## src/fsp_regs.vh

```
// Constants for the fuse, signature and parallel programming port block.
`ifndef FSP_REGS_VH
`define FSP_REGS_VH
// Fuse high byte bit positions.
`define FSP_FH_DEBUG_BIT     3'd7
`define FSP_FH_SCAN_BIT      3'd6
`define FSP_FH_SERIAL_BIT    3'd5
`define FSP_FH_WDOG_BIT      3'd4
`define FSP_FH_KEEP_BIT      3'd3
`define FSP_FH_BOOT_HI_BIT   3'd2
`define FSP_FH_BOOT_LO_BIT   3'd1
`define FSP_FH_RSTVEC_BIT    3'd0
// Fuse low byte bit positions.
`define FSP_FL_DIV8_BIT      3'd7
`define FSP_FL_CLOCK_OUT_FUSE_BIT     3'd6
`define FSP_FL_SUT_HI_BIT    3'd5
`define FSP_FL_SUT_LO_BIT    3'd4
// Reset values, programmed reads as zero.
`define FSP_FH_RESET         8'h99
`define FSP_FL_RESET         8'h62
// Action select codes.
`define FSP_ACT_ADDR         2'h0
`define FSP_ACT_DATA         2'h1
`define FSP_ACT_CMD          2'h2
`define FSP_ACT_IDLE         2'h3
// Command codes.
`define FSP_CMD_ERASE        8'h80
`define FSP_CMD_WR_FUSE      8'h40
`define FSP_CMD_WR_LOCK      8'h20
`define FSP_CMD_RD_SIG       8'h08
`define FSP_CMD_RD_FUSE      8'h04
// Signature addresses.
`define FSP_SIG_ADDR0        8'h00
`define FSP_SIG_ADDR1        8'h01
`define FSP_SIG_ADDR2        8'h02
// Programming operation timing.
`define FSP_PROG_TIME_NS     4000
`define FSP_CLK_PERIOD_NS    25
`define FSP_PROG_CYCLES      ((`FSP_PROG_TIME_NS + `FSP_CLK_PERIOD_NS - 1) / `FSP_CLK_PERIOD_NS)
`endif

```

## src/fsp_sync.v

```verilog
// Two flip-flop synchroniser for a group of pin inputs.
`timescale 1ns/1ps
module fsp_sync #(
  parameter WIDTH = 1,
  parameter [WIDTH-1:0] INIT = {WIDTH{1'b0}}
) (
  // Clock and reset
  input  wire             clk,
  input  wire             rst_n,
  // Pins in, synchronised out
  input  wire [WIDTH-1:0] pin_in,
  output reg  [WIDTH-1:0] sync_out
);
  reg [WIDTH-1:0] meta_reg;

  always @(posedge clk) begin
    if (!rst_n) begin
      meta_reg <= INIT;
      sync_out <= INIT;
    end else begin
      meta_reg <= pin_in;
      sync_out <= meta_reg;
    end
  end
endmodule

```

## src/fsp_fuse_port.v

```verilog
// Fuse bytes, signature space and parallel programming port.
`timescale 1ns/1ps
`include "fsp_regs.vh"
module fsp_fuse_port #(
  parameter [7:0] SIG_BYTE0  = 8'hA5, // Arbitrary value.
  parameter [7:0] SIG_BYTE1  = 8'h5A, // Arbitrary value.
  parameter [7:0] SIG_BYTE2  = 8'h3C, // Arbitrary value.
  parameter [7:0] CALIB_BYTE = 8'h80,
  parameter       PROG_CYCLES = `FSP_PROG_CYCLES
) (
  // Clock and reset
  input  wire       clk,
  input  wire       rst_n,
  // Mode
  input  wire       prog_mode,
  input  wire       serial_prog_mode,
  // Parallel port pins
  input  wire       crystal_in_strobe,
  input  wire       action_select_hi,
  input  wire       action_select_lo,
  input  wire       byte_select_one,
  input  wire       byte_select_two,
  input  wire       page_load_strobe,
  input  wire       write_n,
  input  wire       output_enable_n,
  input  wire [7:0] data_in,
  output reg  [7:0] data_out,
  output reg        data_oe,
  output reg        ready_busy_out,
  // Serial programming fuse write path
  input  wire       serial_fuse_wr,
  input  wire       serial_fuse_high,
  input  wire [7:0] serial_fuse_data,
  // Lock state and memory controls
  input  wire       lock_bit_one,
  output reg        chip_erase_pulse,
  output reg        eeprom_erase_pulse,
  output reg        page_load_pulse,
  // Latched fuse outputs
  output reg  [7:0] config_fuse_high,
  output reg  [7:0] config_fuse_low,
  output reg        debug_enable,
  output reg        scan_port_enable,
  output reg        serial_prog_enable,
  output reg        watchdog_force_on,
  output reg  [1:0] boot_size,
  output reg        reset_vector_select,
  output reg        clock_div_eight,
  output reg        clock_out_enable,
  output reg  [1:0] startup_time,
  output reg  [3:0] clock_source,
  output reg  [7:0] osc_calibration_reg
);
  localparam ST_IDLE = 1'b0;
  localparam ST_BUSY = 1'b1;
  // Pin idle levels: strobes low, active-low strobes high, lock bit unprogrammed.
  // Matching the edge detector resets keeps reset release from faking an edge.
  localparam [9:0] PIN_IDLE = 10'h00D;

  wire [9:0] pins_sync;
  wire       xtal_s = pins_sync[9];
  wire       xa_hi_s = pins_sync[8];
  wire       xa_lo_s = pins_sync[7];
  wire       bs1_s = pins_sync[6];
  wire       bs2_s = pins_sync[5];
  wire       pgl_s = pins_sync[4];
  wire       wr_n_s = pins_sync[3];
  wire       oe_n_s = pins_sync[2];
  wire       pm_s = pins_sync[1];
  wire       lock_s = pins_sync[0];
  wire [7:0] din_s;

  fsp_sync #(.WIDTH(10), .INIT(PIN_IDLE)) u_sync_ctl (
    .clk      (clk),
    .rst_n    (rst_n),
    .pin_in   ({crystal_in_strobe, action_select_hi, action_select_lo, byte_select_one,
                byte_select_two, page_load_strobe, write_n, output_enable_n, prog_mode, lock_bit_one}),
    .sync_out (pins_sync)
  );

  fsp_sync #(.WIDTH(8), .INIT(8'h00)) u_sync_data (
    .clk      (clk),
    .rst_n    (rst_n),
    .pin_in   (data_in),
    .sync_out (din_s)
  );

  // Stored fuse cells; the outputs above hold the latched copies.
  reg  [7:0] fuse_high_cell_reg;
  reg  [7:0] fuse_low_cell_reg;
  reg  [7:0] cmd_reg;
  reg  [7:0] addr_lo_reg;
  reg  [7:0] data_lo_reg;
  reg        xtal_d_reg;
  reg        wr_n_d_reg;
  reg        oe_n_d_reg;
  reg        pgl_d_reg;
  reg        pm_d_reg;
  reg        state_reg;
  reg [15:0] busy_cnt_reg;
  reg        started_reg;

  wire xtal_rise = xtal_s & ~xtal_d_reg;
  wire wr_fall = ~wr_n_s & wr_n_d_reg;
  wire oe_fall = ~oe_n_s & oe_n_d_reg;
  wire pgl_rise = pgl_s & ~pgl_d_reg;
  wire pm_enter = pm_s & ~pm_d_reg;
  // Fuse writes are not accepted while a previous operation runs.
  // The lock pin reads 0 once programmed, so a fuse write needs it high.
  wire fuse_wr_ok = (state_reg == ST_IDLE) & lock_s;
  wire par_fuse_wr = pm_s & wr_fall & (cmd_reg == `FSP_CMD_WR_FUSE) & fuse_wr_ok;
  wire erase_go = pm_s & wr_fall & (cmd_reg == `FSP_CMD_ERASE) & (state_reg == ST_IDLE);
  // Serial writes need serial mode as well; a parallel write in the same cycle takes precedence.
  wire ser_fuse_wr = serial_prog_mode & serial_fuse_wr & fuse_wr_ok & ~par_fuse_wr;

  // Read mux for the output-enable strobe, by byte selects and command.
  reg [7:0] rd_next;
  always @* begin
    // Unused addresses and byte selects read as all ones, like an erased cell.
    rd_next = 8'hFF;
    case (cmd_reg)
      `FSP_CMD_RD_SIG: begin
        if (bs1_s)
          rd_next = (addr_lo_reg == `FSP_SIG_ADDR0) ? CALIB_BYTE : 8'hFF;
        else if (addr_lo_reg == `FSP_SIG_ADDR0)
          rd_next = SIG_BYTE0;
        else if (addr_lo_reg == `FSP_SIG_ADDR1)
          rd_next = SIG_BYTE1;
        else if (addr_lo_reg == `FSP_SIG_ADDR2)
          rd_next = SIG_BYTE2;
        else
          rd_next = 8'hFF;
      end
      `FSP_CMD_RD_FUSE: begin
        if (bs2_s)
          rd_next = 8'hFF;
        else if (bs1_s)
          rd_next = fuse_high_cell_reg;
        else
          rd_next = fuse_low_cell_reg;
      end
      default: rd_next = 8'hFF;
    endcase
  end

  always @(posedge clk) begin
    if (!rst_n) begin
      xtal_d_reg          <= 1'b0;
      wr_n_d_reg          <= 1'b1;
      oe_n_d_reg          <= 1'b1;
      pgl_d_reg           <= 1'b0;
      pm_d_reg            <= 1'b0;
      cmd_reg             <= 8'h00;
      addr_lo_reg         <= 8'h00;
      data_lo_reg         <= 8'h00;
      state_reg           <= ST_IDLE;
      busy_cnt_reg        <= 16'h0000;
      ready_busy_out      <= 1'b1;
      data_out            <= 8'hFF;
      data_oe             <= 1'b0;
      chip_erase_pulse    <= 1'b0;
      eeprom_erase_pulse  <= 1'b0;
      page_load_pulse     <= 1'b0;
      osc_calibration_reg <= CALIB_BYTE;
      started_reg         <= 1'b0;
    end else begin
      xtal_d_reg         <= xtal_s;
      wr_n_d_reg         <= wr_n_s;
      oe_n_d_reg         <= oe_n_s;
      pgl_d_reg          <= pgl_s;
      pm_d_reg           <= pm_s;
      chip_erase_pulse   <= 1'b0;
      eeprom_erase_pulse <= 1'b0;
      page_load_pulse    <= pm_s & pgl_rise;
      started_reg        <= 1'b1;
      if (pm_s && xtal_rise) begin
        case ({xa_hi_s, xa_lo_s})
          `FSP_ACT_ADDR: if (!bs1_s) addr_lo_reg <= din_s;
          `FSP_ACT_DATA: if (!bs1_s) data_lo_reg <= din_s;
          `FSP_ACT_CMD:  cmd_reg <= din_s;
          default:       cmd_reg <= cmd_reg;
        endcase
      end
      // Output drive only while output enable is held low.
      data_oe <= pm_s & ~oe_n_s;
      // Refreshed every cycle that OE is low, so a byte-select change shows without a new strobe.
      if (pm_s && (oe_fall || !oe_n_s))
        data_out <= rd_next;
      case (state_reg)
        ST_IDLE: begin
          if (erase_go || par_fuse_wr) begin
            state_reg      <= ST_BUSY;
            busy_cnt_reg   <= PROG_CYCLES[15:0];
            ready_busy_out <= 1'b0;
            if (erase_go) begin
              chip_erase_pulse   <= 1'b1;
              eeprom_erase_pulse <= fuse_high_cell_reg[`FSP_FH_KEEP_BIT];
            end
          end
        end
        ST_BUSY: begin
          // Ending the count at one shows busy for exactly PROG_CYCLES cycles.
          if (busy_cnt_reg <= 16'h0001) begin
            state_reg      <= ST_IDLE;
            ready_busy_out <= 1'b1;
          end else begin
            busy_cnt_reg <= busy_cnt_reg - 16'h0001;
          end
        end
        default: state_reg <= ST_IDLE;
      endcase
    end
  end

  // Fuse cells: never touched by chip erase, only by fuse writes.
  always @(posedge clk) begin
    if (!rst_n) begin
      fuse_high_cell_reg <= `FSP_FH_RESET;
      fuse_low_cell_reg  <= `FSP_FL_RESET;
    end else if (par_fuse_wr) begin
      if (bs1_s)
        fuse_high_cell_reg <= data_lo_reg;
      else
        fuse_low_cell_reg <= data_lo_reg;
    end else if (ser_fuse_wr) begin
      // Serial mode may rewrite everything except its own enable bit.
      if (serial_fuse_high)
        fuse_high_cell_reg <= {serial_fuse_data[7:6], fuse_high_cell_reg[`FSP_FH_SERIAL_BIT],
                               serial_fuse_data[4:0]};
      else
        fuse_low_cell_reg <= serial_fuse_data;
    end
  end

  // Latched copies: loaded after reset release and on programming entry.
  always @(posedge clk) begin
    if (!rst_n) begin
      config_fuse_high <= `FSP_FH_RESET;
      config_fuse_low  <= `FSP_FL_RESET;
    end else if (!started_reg || pm_enter) begin
      config_fuse_high <= fuse_high_cell_reg;
      config_fuse_low  <= fuse_low_cell_reg;
    end
  end

  // Debug, scan, serial and watchdog controls are active when the fuse reads zero; boot and reset vector pass through.
  always @(posedge clk) begin
    if (!rst_n) begin
      debug_enable        <= 1'b0;
      scan_port_enable    <= 1'b1;
      serial_prog_enable  <= 1'b1;
      watchdog_force_on   <= 1'b0;
      boot_size           <= 2'h0;
      reset_vector_select <= 1'b1;
    end else begin
      debug_enable        <= ~config_fuse_high[`FSP_FH_DEBUG_BIT];
      scan_port_enable    <= ~config_fuse_high[`FSP_FH_SCAN_BIT];
      serial_prog_enable  <= ~config_fuse_high[`FSP_FH_SERIAL_BIT];
      watchdog_force_on   <= ~config_fuse_high[`FSP_FH_WDOG_BIT];
      boot_size           <= {config_fuse_high[`FSP_FH_BOOT_HI_BIT], config_fuse_high[`FSP_FH_BOOT_LO_BIT]};
      reset_vector_select <= config_fuse_high[`FSP_FH_RSTVEC_BIT];
    end
  end

  // Low byte decode; the clock source field passes through as stored.
  always @(posedge clk) begin
    if (!rst_n) begin
      clock_div_eight     <= 1'b1;
      clock_out_enable    <= 1'b0;
      startup_time        <= 2'h2;
      clock_source        <= 4'h2;
    end else begin
      clock_div_eight     <= ~config_fuse_low[`FSP_FL_DIV8_BIT];
      clock_out_enable    <= ~config_fuse_low[`FSP_FL_CLOCK_OUT_FUSE_BIT];
      startup_time        <= {config_fuse_low[`FSP_FL_SUT_HI_BIT], config_fuse_low[`FSP_FL_SUT_LO_BIT]};
      clock_source        <= config_fuse_low[3:0];
    end
  end
endmodule

```

## config.mk

```make
export PLATFORM = sky130hd
export DESIGN_NAME = fsp_fuse_port
export DESIGN_NICKNAME = d
export VERILOG_FILES = /design/src/fsp_sync.v /design/src/fsp_fuse_port.v
export VERILOG_INCLUDE_DIRS = /design/src
export SDC_FILE = /design/constraint.sdc
export NUM_CORES = 1
export LEC_CHECK = 0
export BUFFER_PORTS_ARGS = -buffer_cell sky130_fd_sc_hd__buf_2
export CORE_ASPECT_RATIO = 1.25
export CORE_MARGIN = 10
export CORE_UTILIZATION = 35
export CTS_BUF_LIST = sky130_fd_sc_hd__clkbuf_16
export CTS_CLUSTER_DIAMETER = 50
export DETAILED_ROUTE_END_ITERATION = 6
export SYNTH_ARGS = -nofsm -noshare
export SYNTH_HDL_FRONTEND = slang
export SYNTH_SLANG_ARGS = --single-unit
```

## constraint.sdc

```tcl
create_clock -name clk -period 1.9 [get_ports clk]
set_input_delay 0.57 -clock clk [delete_from_list [all_inputs] [get_ports clk]]
set_output_delay 0.57 -clock clk [all_outputs]
set_load 0.02 [all_outputs]
```

==> results of run 1 <==
synth_stat cells (all sizes together) (2+ instances only):
cell type | number | share of area
dfxtp | 142 | 0.51
nand2 | 88 | 0.060
and2 | 41 | 0.046
nand3 | 32 | 0.029
nor2 | 30 | 0.020
clkbuf | 29 | 0.020
a21boi | 28 | 0.038
mux2i | 24 | 0.043
nor2b | 18 | 0.020
nor3 | 16 | 0.014
xnor2 | 14 | 0.022
nand2b | 13 | 0.015
buf | 11 | 0.015
o21ai | 11 | 0.0099
and3 | 10 | 0.011
o21a | 9 | 0.012
a211oi | 7 | 0.0095
a21oi | 6 | 0.0054
or4 | 6 | 0.010
nor4b | 5 | 0.0079
mux2 | 4 | 0.0081
nor4 | 4 | 0.0072
o2bb2ai | 4 | 0.0063
a2111oi | 3 | 0.0081
inv | 3 | 0.0020
nand4b | 3 | 0.0047
o22ai | 3 | 0.0034
or3 | 3 | 0.0034
a21o | 2 | 0.0027
and4b | 2 | 0.0036
conb | 2 | 0.0014
ha | 2 | 0.0045
nand3b | 2 | 0.0027
o211ai | 2 | 0.0027
or4b | 2 | 0.0036
xor2 | 2 | 0.0032
cells by family (layout without fill, tap and decap cells):
logic type / Yosys count / in the layout
simple gates: 279 / 280
fa+ha+maj: 2 / 2
other cells: 2 / 8
xor+xnor: 16 / 16
mux: 28 / 28
buf+inv: 43 / 163
flops: 142 / 142
compound gates: 79 / 79
per-stage QoR:
stage               power, mW  TNS, ns  cell area [um^2]
floorplan                3.35    -1.08              5650
CTS                      6.73    -1.59              7180
global route             6.92    -3.16              7370
detailed placement       3.48    -1.59              6480
finish                   6.65    -1.89              7370
global placement         3.47    -1.00              6480
path summary, 6_finish.rpt:
check / end / slack [ns] / depth (start not counted) / start
hold reg to reg: page_load_pulse$_SDFF_PN0_ / 0.39 / 1 / pgl_d_reg$_SDFF_PN0_
setup / recovery: fuse_low_cell_reg[6]$_SDFFE_PN1P_ / -0.16 / 5 / state_reg$_SDFF_PN0_
setup reg to reg: fuse_low_cell_reg[6]$_SDFFE_PN1P_ / -0.16 / 5 / state_reg$_SDFF_PN0_
hold / removal: u_sync_ctl.meta_reg[3]$_SDFF_PN1_ / 0.33 / 2 / write_n
report_power, final:
part | switching, mW | internal [mW] | total (mW)
combinational | 0.189 | 0.143 | 0.331
sequential | 0.0417 | 3.05 | 3.09
clock | 1.38 | 1.85 | 3.23
worst max-delay path, cell delays in order (launching register included):
cell      delay [ns]
dfxtp_1         0.31
or4b_4          0.55
or4_4           0.63
nand2_2         0.08
o211ai_1        0.14
o21a_1          0.24
cell type report:
class                           instances  area, um^2
Clock buffer                           17         425
Timing Repair Buffer                  128         882
Tap cell                              212         265
Clock inverter                         15         155
Multi-Input combinational cell        413        2780
Sequential cell                       142        2850
Inverter                                3        11.3
Fill cell                            1510        8200
layer usage:
metal / part of all wire / up-vias / global-route usage / wire [um]
met2: 0.51 / 67 / 0.227 / 7210
met3: 0.039 / 15 / 0.0381 / 550
li1: - / 2240 / - / -
met1: 0.44 / 2048 / 0.147 / 6190
met4: 0.014 / 0 / 0.0531 / 196
met5: 0 / - / 0 / 0
timing repair:
action / 4_1_cts / 5_1_grt
gates cloned: 1 / 2
resized for setup: 16 / 32
setup endpoints to repair: 22 / 40
buffers inserted: 5 / 1
pin swaps: 15 / 11
cell usage in the layout (no fill, tap or decap), drive strengths merged, types with 2 or more instances in the layout:
cell type  instances
a2111oi            3
a211oi             7
a21boi            28
a21o               2
a21oi              6
and2              41
and3              10
and4b              2
buf              127
clkbuf            18
clkinv             4
clkinvlp           2
conb               8
dfxtp            142
ha                 2
inv               11
mux2               4
mux2i             24
nand2             88
nand2b            13
nand3             32
nand3b             2
nand4b             3
nor2              30
nor2b             18
nor3              16
nor4               4
nor4b              5
o211ai             2
o21a               9
o21ai             11
o22ai              3
o2bb2ai            4
or3                3
or4                7
or4b               2
xnor2             14
xor2               2
==> results.txt, run 1 <==
Mux cell area share after synthesis -> 0.0514
Vias -> 4370
Worst Path Required -> 2.22 ns
Final period utilization -> 1.08
RSZ-0062 raised after global routing -> true
XOR/XNOR Fraction of Synth Area -> 0.0252
Yosys warnings -> 0
Area of the mapped netlist -> 5550 um^2
Worst slack, placed -> -0.155 ns
WL final -> 14200 um
Floorplan core area -> 15600 um^2
Die height -> 161 um
Largest fanout on the critical path -> 6
Largest net degree at the start of global routing -> 63
Placed cells -> 889
Root buffer cell -> clkbuf_16
Predominant post-synthesis flop cell -> dfxtp_1
Layout Utilization -> 0.473
Area Growth Syn to Fin -> 32.7%
CTS tree -> built
Main combinational cell family by area after synthesis -> simple AND/OR/NAND/NOR gates
Post-route clock skew -> 0.00939 ns
First-pass GRT wire length -> 22600 um
LEAKAGE -> 2.94 nW
CTS sink count -> 142
Port Buf Inserts -> 74
Compound-cell area share of the yosys netlist -> 0.104
Total track usage -> 0.131
P per Cell Area -> 902 nW/um^2
Total die area -> 21300 um^2
Routability cong. -> 0.874
Worst setup EP type -> flip-flop
Detail Route Antenna Nets -> 0
Simple-gate area share of the yosys netlist -> 0.265
Failing checks -> negative setup slack
Final Max Tran Viols -> 0
Worst EP arrival -> 2.37 ns
Adder-cell share of the synthesized area -> 0.00451
Ys async rst share -> 0
Site Rows -> 51
Post-DP HPWL -> 10100 um
Distinct cells, synth -> 51
CTS buffer count -> 17
Final setup viols -> 22
Flops & latches, synth -> 142
Outcome -> finished, violations left
Max FFs per register -> 16
Critical Path Start Type -> flip-flop
Setup CP Type -> reg -> reg
Total grt overflow -> 0
Vias in the first global route -> 4353
Clk_lat worst skew -> 0.43 ns
Worst-path clk slew -> 0.06 ns
Initial antenna violation count -> 0
Post-route DRC -> 0
Tmin final -> 2.06 ns
H-tree levels -> 4
Max Buffers Root-to-Sink -> 2
Synth Instances -> 591
Layout Nets -> 738
Die X -> 133 um
Worst hold slack -> 0.327 ns
Achievable Freq -> 486 MHz
Drt wl/cell -> 15.2 um
Max_cap viols -> 0
Non-Filler Instances -> 930
Number of I/O pins -> 83
Setup WS post-layout -> -0.157 ns
Hold_buf cts -> 0
Hold Vio Cnt, Final -> 0
Layout cells sized above 1 -> 0.295
Diode count -> 0
Register area share after synthesis -> 0.512
DR iter-0 viols -> 211
Vias per cell -> 4.70
Initial Util -> 0.357
Max VDD drop -> 0.560 mV
Hold Path Class -> in -> reg
Synth Area per Inst -> 9.39 um^2
Router iterations before antenna repair -> 5
Worst slew pin tran -> 0.555 ns
Slew headroom -> 0.630
Post-synth EDFFs -> 0
Power figures use the tool's default switching activity.
==> run 2: changes to the inputs <==
==> constraint.sdc (replaced) <==
create_clock -name clk -period 2.1 [get_ports clk]
set_input_delay 0.63 -clock clk [delete_from_list [all_inputs] [get_ports clk]]
set_output_delay 0.63 -clock clk [all_outputs]
set_load 0.02 [all_outputs]
==> run 2 against run 1 <==
  * The flow now finishes without violations
  * Sequential share of layout area is 2.2 points higher
  * Via count is 2.7% lower
  * Clock-buffer cell count stayed put
  * Total power is 8.1% lower
  * Hold slack better by 0.061 ns
  * Clock skew is 0.0023 ns higher
  * Critical path depth stayed put
  * Non-clock buffer count is 23 lower
  * Sequential cell count stayed put
  * Critical path type unchanged
  * Largest cell class unchanged
  * Largest power group unchanged
==> results.txt, run 2 (synthesis gave the netlist of run 1 again) <==
Outcome -> finished clean
P per Cell Area -> 878 nW/um^2
Largest net degree at the start of global routing -> 69
Total die area -> 21300 um^2
Achievable Freq -> 487 MHz
Number of I/O pins -> 83
First-pass GRT wire length -> 21700 um
Tmin final -> 2.05 ns
Reg2reg path depth -> 5
Most common cell after layout, fill and taps aside -> dfxtp_1
Critical Path Start Type -> flip-flop
Initial antenna violation count -> 0
Hold Vio Cnt, Final -> 0
Root buffer cell -> clkbuf_16
Post-DP HPWL -> 9870 um
CTS tree -> built
CTS sink count -> 142
Post-route DRC -> 0
Hold_buf cts -> 0
Max Buffers Root-to-Sink -> 2
Final period utilization -> 0.978
Die height -> 161 um
Slowest cell on crit path -> or4_4
Layout Nets -> 714
Vias per cell -> 4.69
Initial Util -> 0.357
CP max stage delay -> 0.62 ns
LEAKAGE -> 2.77 nW
WL final -> 13000 um
Critical path depth in cells -> 5
Hold Path Class -> in -> reg
Setup TNS Final -> 0 ns
Reg-to-reg startpoint -> cmd_reg[4]$_SDFFE_PN0P_
Vias in the first global route -> 4324
Area Growth Syn to Fin -> 25.4%
Vias -> 4253
Most frequent cells in the layout -> dfxtp_1 (142), nand2_1 (88), buf_2 (74)
Buffers & Inverters on Critical Path -> 0
Worst Path Required -> 2.42 ns
Worst-path clk slew -> 0.06 ns
HP Start -> write_n
Worst setup EP type -> flip-flop
Port Buf Inserts -> 74
Max VDD drop -> 0.501 mV
Total track usage -> 0.126
Overall Power -> 6.11 mW
H-tree levels -> 4
Routability cong. -> 0.858
Max_cap viols -> 0
Most frequent CP cell -> or4_4
Critical Path, Cell by Cell -> or4_4 > or4_4 > nor4b_2 > nor2_1 > o21a_1
Die X -> 133 um
Crit-path leading delay family -> simple AND/OR/NAND/NOR gates
Max FFs per register -> 16
Post-route clock skew -> 0.0117 ns
Worst slew pin tran -> 0.575 ns
Final setup viols -> 0
Setup CP Type -> reg -> reg
Final Max Tran Viols -> 0
Floorplan core area -> 15600 um^2
Worst hold slack -> 0.389 ns
Largest fanout on the critical path -> 7
Slew headroom -> 0.613
Flop-to-flop setup slack -> 0.05 ns
CTS buffer count -> 17
Total grt overflow -> 0
Layout cells sized above 1 -> 0.231
Cell count of the worst hold path -> 2
Worst EP arrival -> 2.37 ns
Site Rows -> 51
Clk_lat worst skew -> 0.43 ns
Diode count -> 0
Detail Route Antenna Nets -> 0
Drt wl/cell -> 14.4 um
DR iter-0 viols -> 211
Hold EP -> u_sync_ctl.meta_reg[3]$_SDFF_PN1_
RSZ-0062 raised after global routing -> true
Router iterations before antenna repair -> 4
R2r endpoint -> fuse_low_cell_reg[6]$_SDFFE_PN1P_
## run 2: worst max-delay path by stage
stage,startpoint,to
after floorplan,cmd_reg[0]$_SDFFE_PN0P_,fuse_high_cell_reg[3]$_SDFFE_PN1P_
after global placement,cmd_reg[0]$_SDFFE_PN0P_,fuse_high_cell_reg[3]$_SDFFE_PN1P_
after detailed placement,cmd_reg[0]$_SDFFE_PN0P_,fuse_low_cell_reg[6]$_SDFFE_PN1P_
after CTS,u_sync_ctl.sync_out[1]$_SDFF_PN0_,fuse_high_cell_reg[3]$_SDFFE_PN1P_
after global routing,cmd_reg[4]$_SDFFE_PN0P_,fuse_high_cell_reg[0]$_SDFFE_PN1P_
final,cmd_reg[4]$_SDFFE_PN0P_,fuse_low_cell_reg[6]$_SDFFE_PN1P_
## run 2: repair_timing
action	in CTS	in global routing
setup buffers	0	1
setup endpoints to repair	14	11
resized for setup	5	10
pin swaps	1	3
## run 2: layout make-up
type	instances	area, um^2
timing repair buffer	105	636
fill	1588	8610
sequential	142	2840
multi-input combinational	412	2590
clock buffer	17	425
inverter	3	11.3
clock inverter	15	193
tap	212	265
## run 2: per-layer routing
layer  global-route usage  wire length (um)  share of wire
met5                    0                 0              0
met4               0.0516               255          0.020
met3               0.0396               531          0.041
met2                0.220              6640           0.51
met1                0.137              5620           0.43
## run 2: metrics by stage
stage,cell area [um^2],util,worst slack [ns],instances
5_1_grt,6960,0.447,-0.00897,906
3_3_place_gp,6280,0.403,-0.0772,873
2_1_floorplan,5570,-,0.0297,597
4_1_cts,6910,0.444,-0.00166,905
3_5_place_dp,6280,0.403,-0.120,873
6_report,6960,0.447,0.0464,906
## run 2: power by group
group          leakage (nW)  internal, mW  switching, mW  total (mW)
clock                 0.300          1.71           1.33        3.04
sequential             1.16          2.76         0.0390        2.79
combinational          1.32         0.119          0.159       0.278
==> run 3: changes to the inputs <==
--- a/config.mk
+++ b/config.mk
@@ -6,13 +6,13 @@
 export SDC_FILE = /design/constraint.sdc
 export NUM_CORES = 1
 export LEC_CHECK = 0
-export BUFFER_PORTS_ARGS = -buffer_cell sky130_fd_sc_hd__buf_2
 export CORE_ASPECT_RATIO = 1.25
 export CORE_MARGIN = 10
-export CORE_UTILIZATION = 35
+export CORE_UTILIZATION = 45
 export CTS_BUF_LIST = sky130_fd_sc_hd__clkbuf_16
 export CTS_CLUSTER_DIAMETER = 50
 export DETAILED_ROUTE_END_ITERATION = 6
+export DONT_BUFFER_PORTS = 1
 export SYNTH_ARGS = -nofsm -noshare
 export SYNTH_HDL_FRONTEND = slang
 export SYNTH_SLANG_ARGS = --single-unit
==> run 3 against run 2 <==
  * Critical path depth rose by 1
  * Sequential share of layout area grew 3.1 points
  * Sequential power about the same
  * Clock skew down 0.0021 ns
  * Non-clock buffer count decreased by 72
  * Via count shrank 5.6%
  * First-iteration DRC count is 8.1% higher
  * Clock-buffer cell count did not move
  * Final area shrank 7.1%
  * Sequential cell count unchanged
  * Setup slack gained 0.014 ns
  * Critical endpoint is now fuse_high_cell_reg[4]$_SDFFE_PN1P_
==> results.txt, run 3 (synthesis gave the netlist of run 1 again) <==
Floorplan core area -> 12100 um^2
Hold Path Class -> in -> reg
Port Buf Inserts -> 0
Setup TNS Final -> 0 ns
Final setup viols -> 0
CTS buffer count -> 17
Area Growth Syn to Fin -> 16.6%
Comb power frac -> 0.029
Total track usage -> 0.143
Root buffer cell -> clkbuf_16
Crit path to -> fuse_high_cell_reg[4]$_SDFFE_PN1P_
CTS tree -> built
Post-route clock skew -> 0.00954 ns
Layout cells sized above 1 -> 0.133
Largest net degree at the start of global routing -> 132
Max_cap viols -> 0
Largest fanout on the critical path -> 7
Number of I/O pins -> 83
Achievable Freq -> 490 MHz
Max Buffers Root-to-Sink -> 2
Slowest cell on crit path -> or4_4
Final period utilization -> 0.971
Fin area -> 6470 um^2
Worst slack, placed -> -0.0744 ns
Die X -> 119 um
RSZ-0062 raised after global routing -> true
Layout Nets -> 642
Vias per cell -> 5.11
Site Rows -> 45
Setup WS post-layout -> 0.0606 ns
Die height -> 144 um
Routability cong. -> 0.847
CP max stage delay -> 0.61 ns
Worst-path clk slew -> 0.06 ns
Most common cell after layout, fill and taps aside -> dfxtp_1
Slew headroom -> 0.421
Net switching power figure -> 1.28 mW
Setup CP Type -> reg -> reg
Max FFs per register -> 16
Post-route DRC -> 0
Most frequent cells in the layout -> dfxtp_1 (141), nand2_1 (88), and2_1 (41)
Diode count -> 0
Outcome -> finished clean
CTS sink count -> 142
Worst setup EP type -> flip-flop
Total grt overflow -> 0
Sequential share of power -> 0.482
Clk_lat worst skew -> 0.41 ns
CP startpoint -> cmd_reg[2]$_SDFFE_PN0P_
DR iter-0 viols -> 228
Drt wl/cell -> 15.7 um
Storage cell area -> 2840 um^2
Critical Path, Cell by Cell -> or4b_4 > or4_4 > buf_6 > nor3_2 > nor2_1 > o21a_1
Area of the multi-input gates -> 2570 um^2
Vias in the first global route -> 3807
Internal power -> 4.58 mW
WL final -> 12300 um
Power share of the clock group -> 0.489
Worst Path Required -> 2.40 ns
DP Area -> 5840 um^2
Initial antenna violation count -> 0
Total die area -> 17200 um^2
Router iterations before antenna repair -> 4
Hold_buf cts -> 0
Initial Util -> 0.459
First-pass GRT wire length -> 19600 um
Max VDD drop -> 0.458 mV
Detail Route Antenna Nets -> 0
Post-DP HPWL -> 8960 um
H-tree levels -> 4
Worst slew pin tran -> 0.867 ns
Switching share of power -> 0.219
Overall Power -> 5.86 mW
Fillers -> 1124
Worst hold slack -> 0.260 ns
Vias -> 4015
P per Cell Area -> 906 nW/um^2
Hold Vio Cnt, Final -> 0
Reg2reg path depth -> 6
Worst EP arrival -> 2.34 ns
R2r endpoint -> fuse_high_cell_reg[4]$_SDFFE_PN1P_
Tmin final -> 2.04 ns
Reg-to-reg startpoint -> cmd_reg[2]$_SDFFE_PN0P_
Final Max Tran Viols -> 0
Critical Path Start Type -> flip-flop
LEAKAGE -> 2.46 nW
Flop-to-flop setup slack -> 0.06 ns
run 3: changes by cell type in the layout (fill, tap and decap cells not counted), moves of 3 or more:
cell,change
clkinv_8,-5
buf_4,+3
buf_2,-74
inv_6,-6
clkinvlp_4,+4
run 3: worst min path at each step:
stage	startpoint	slack (ns)	end	cells after the start
6_report	rst_n	0.26	started_reg$_DFF_P_	0
2_1_floorplan	pgl_d_reg$_SDFF_PN0_	0.37	page_load_pulse$_SDFF_PN0_	1
3_5_place_dp	pgl_d_reg$_SDFF_PN0_	0.38	page_load_pulse$_SDFF_PN0_	1
4_1_cts	rst_n	0.24	started_reg$_DFF_P_	0
3_3_place_gp	pgl_d_reg$_SDFF_PN0_	0.38	page_load_pulse$_SDFF_PN0_	1
5_1_grt	rst_n	0.24	started_reg$_DFF_P_	0
run 3: power by group through the flow:
stage	sequential (mW)	combinational [mW]	clock [mW]
6_report	2.82	0.171	2.87
5_1_grt	2.83	0.191	3.04
4_1_cts	2.83	0.171	2.93
3_5_place_dp	2.89	0.170	0
3_3_place_gp	2.88	0.167	0
2_1_floorplan	2.86	0.171	0
run 3: metal layers:
metal,wire (um),track usage
met3,590,0.0476
met2,6240,0.250
met5,0,0
met1,5370,0.159
met4,141,0.0490
run 3: stage by stage:
step                      cells  utilization
after CTS                   784        0.531
after global routing        786        0.535
after floorplan             597            -
after global placement      752        0.482
final                       786        0.535
after detailed placement    752        0.482
run 3: worst max-delay path, delay by kind of cell, from the launching register on:
family                 cells  cell delay (ns)
and+or+nand+nor            4             1.37
DFF                        1             0.31
buffers and inverters      1             0.17
AOI/OAI and AO/OA          1             0.10
run 3: layout make-up:
type,instances,area share
clock inverters,15,0.0226
multi-input cells,412,0.397
well taps,164,0.0317
clock buffers,17,0.0657
repair buffers,33,0.0414
inverters,3,0.00174
flip-flops and latches,142,0.439
run 3: repair_timing:
| item | CTS | global route |
|---|---|---|
| resized for setup | 3 | 8 |
| buffers inserted | 0 | 2 |
| pin swaps | 0 | 5 |
| setup endpoints to repair | 13 | 12 |
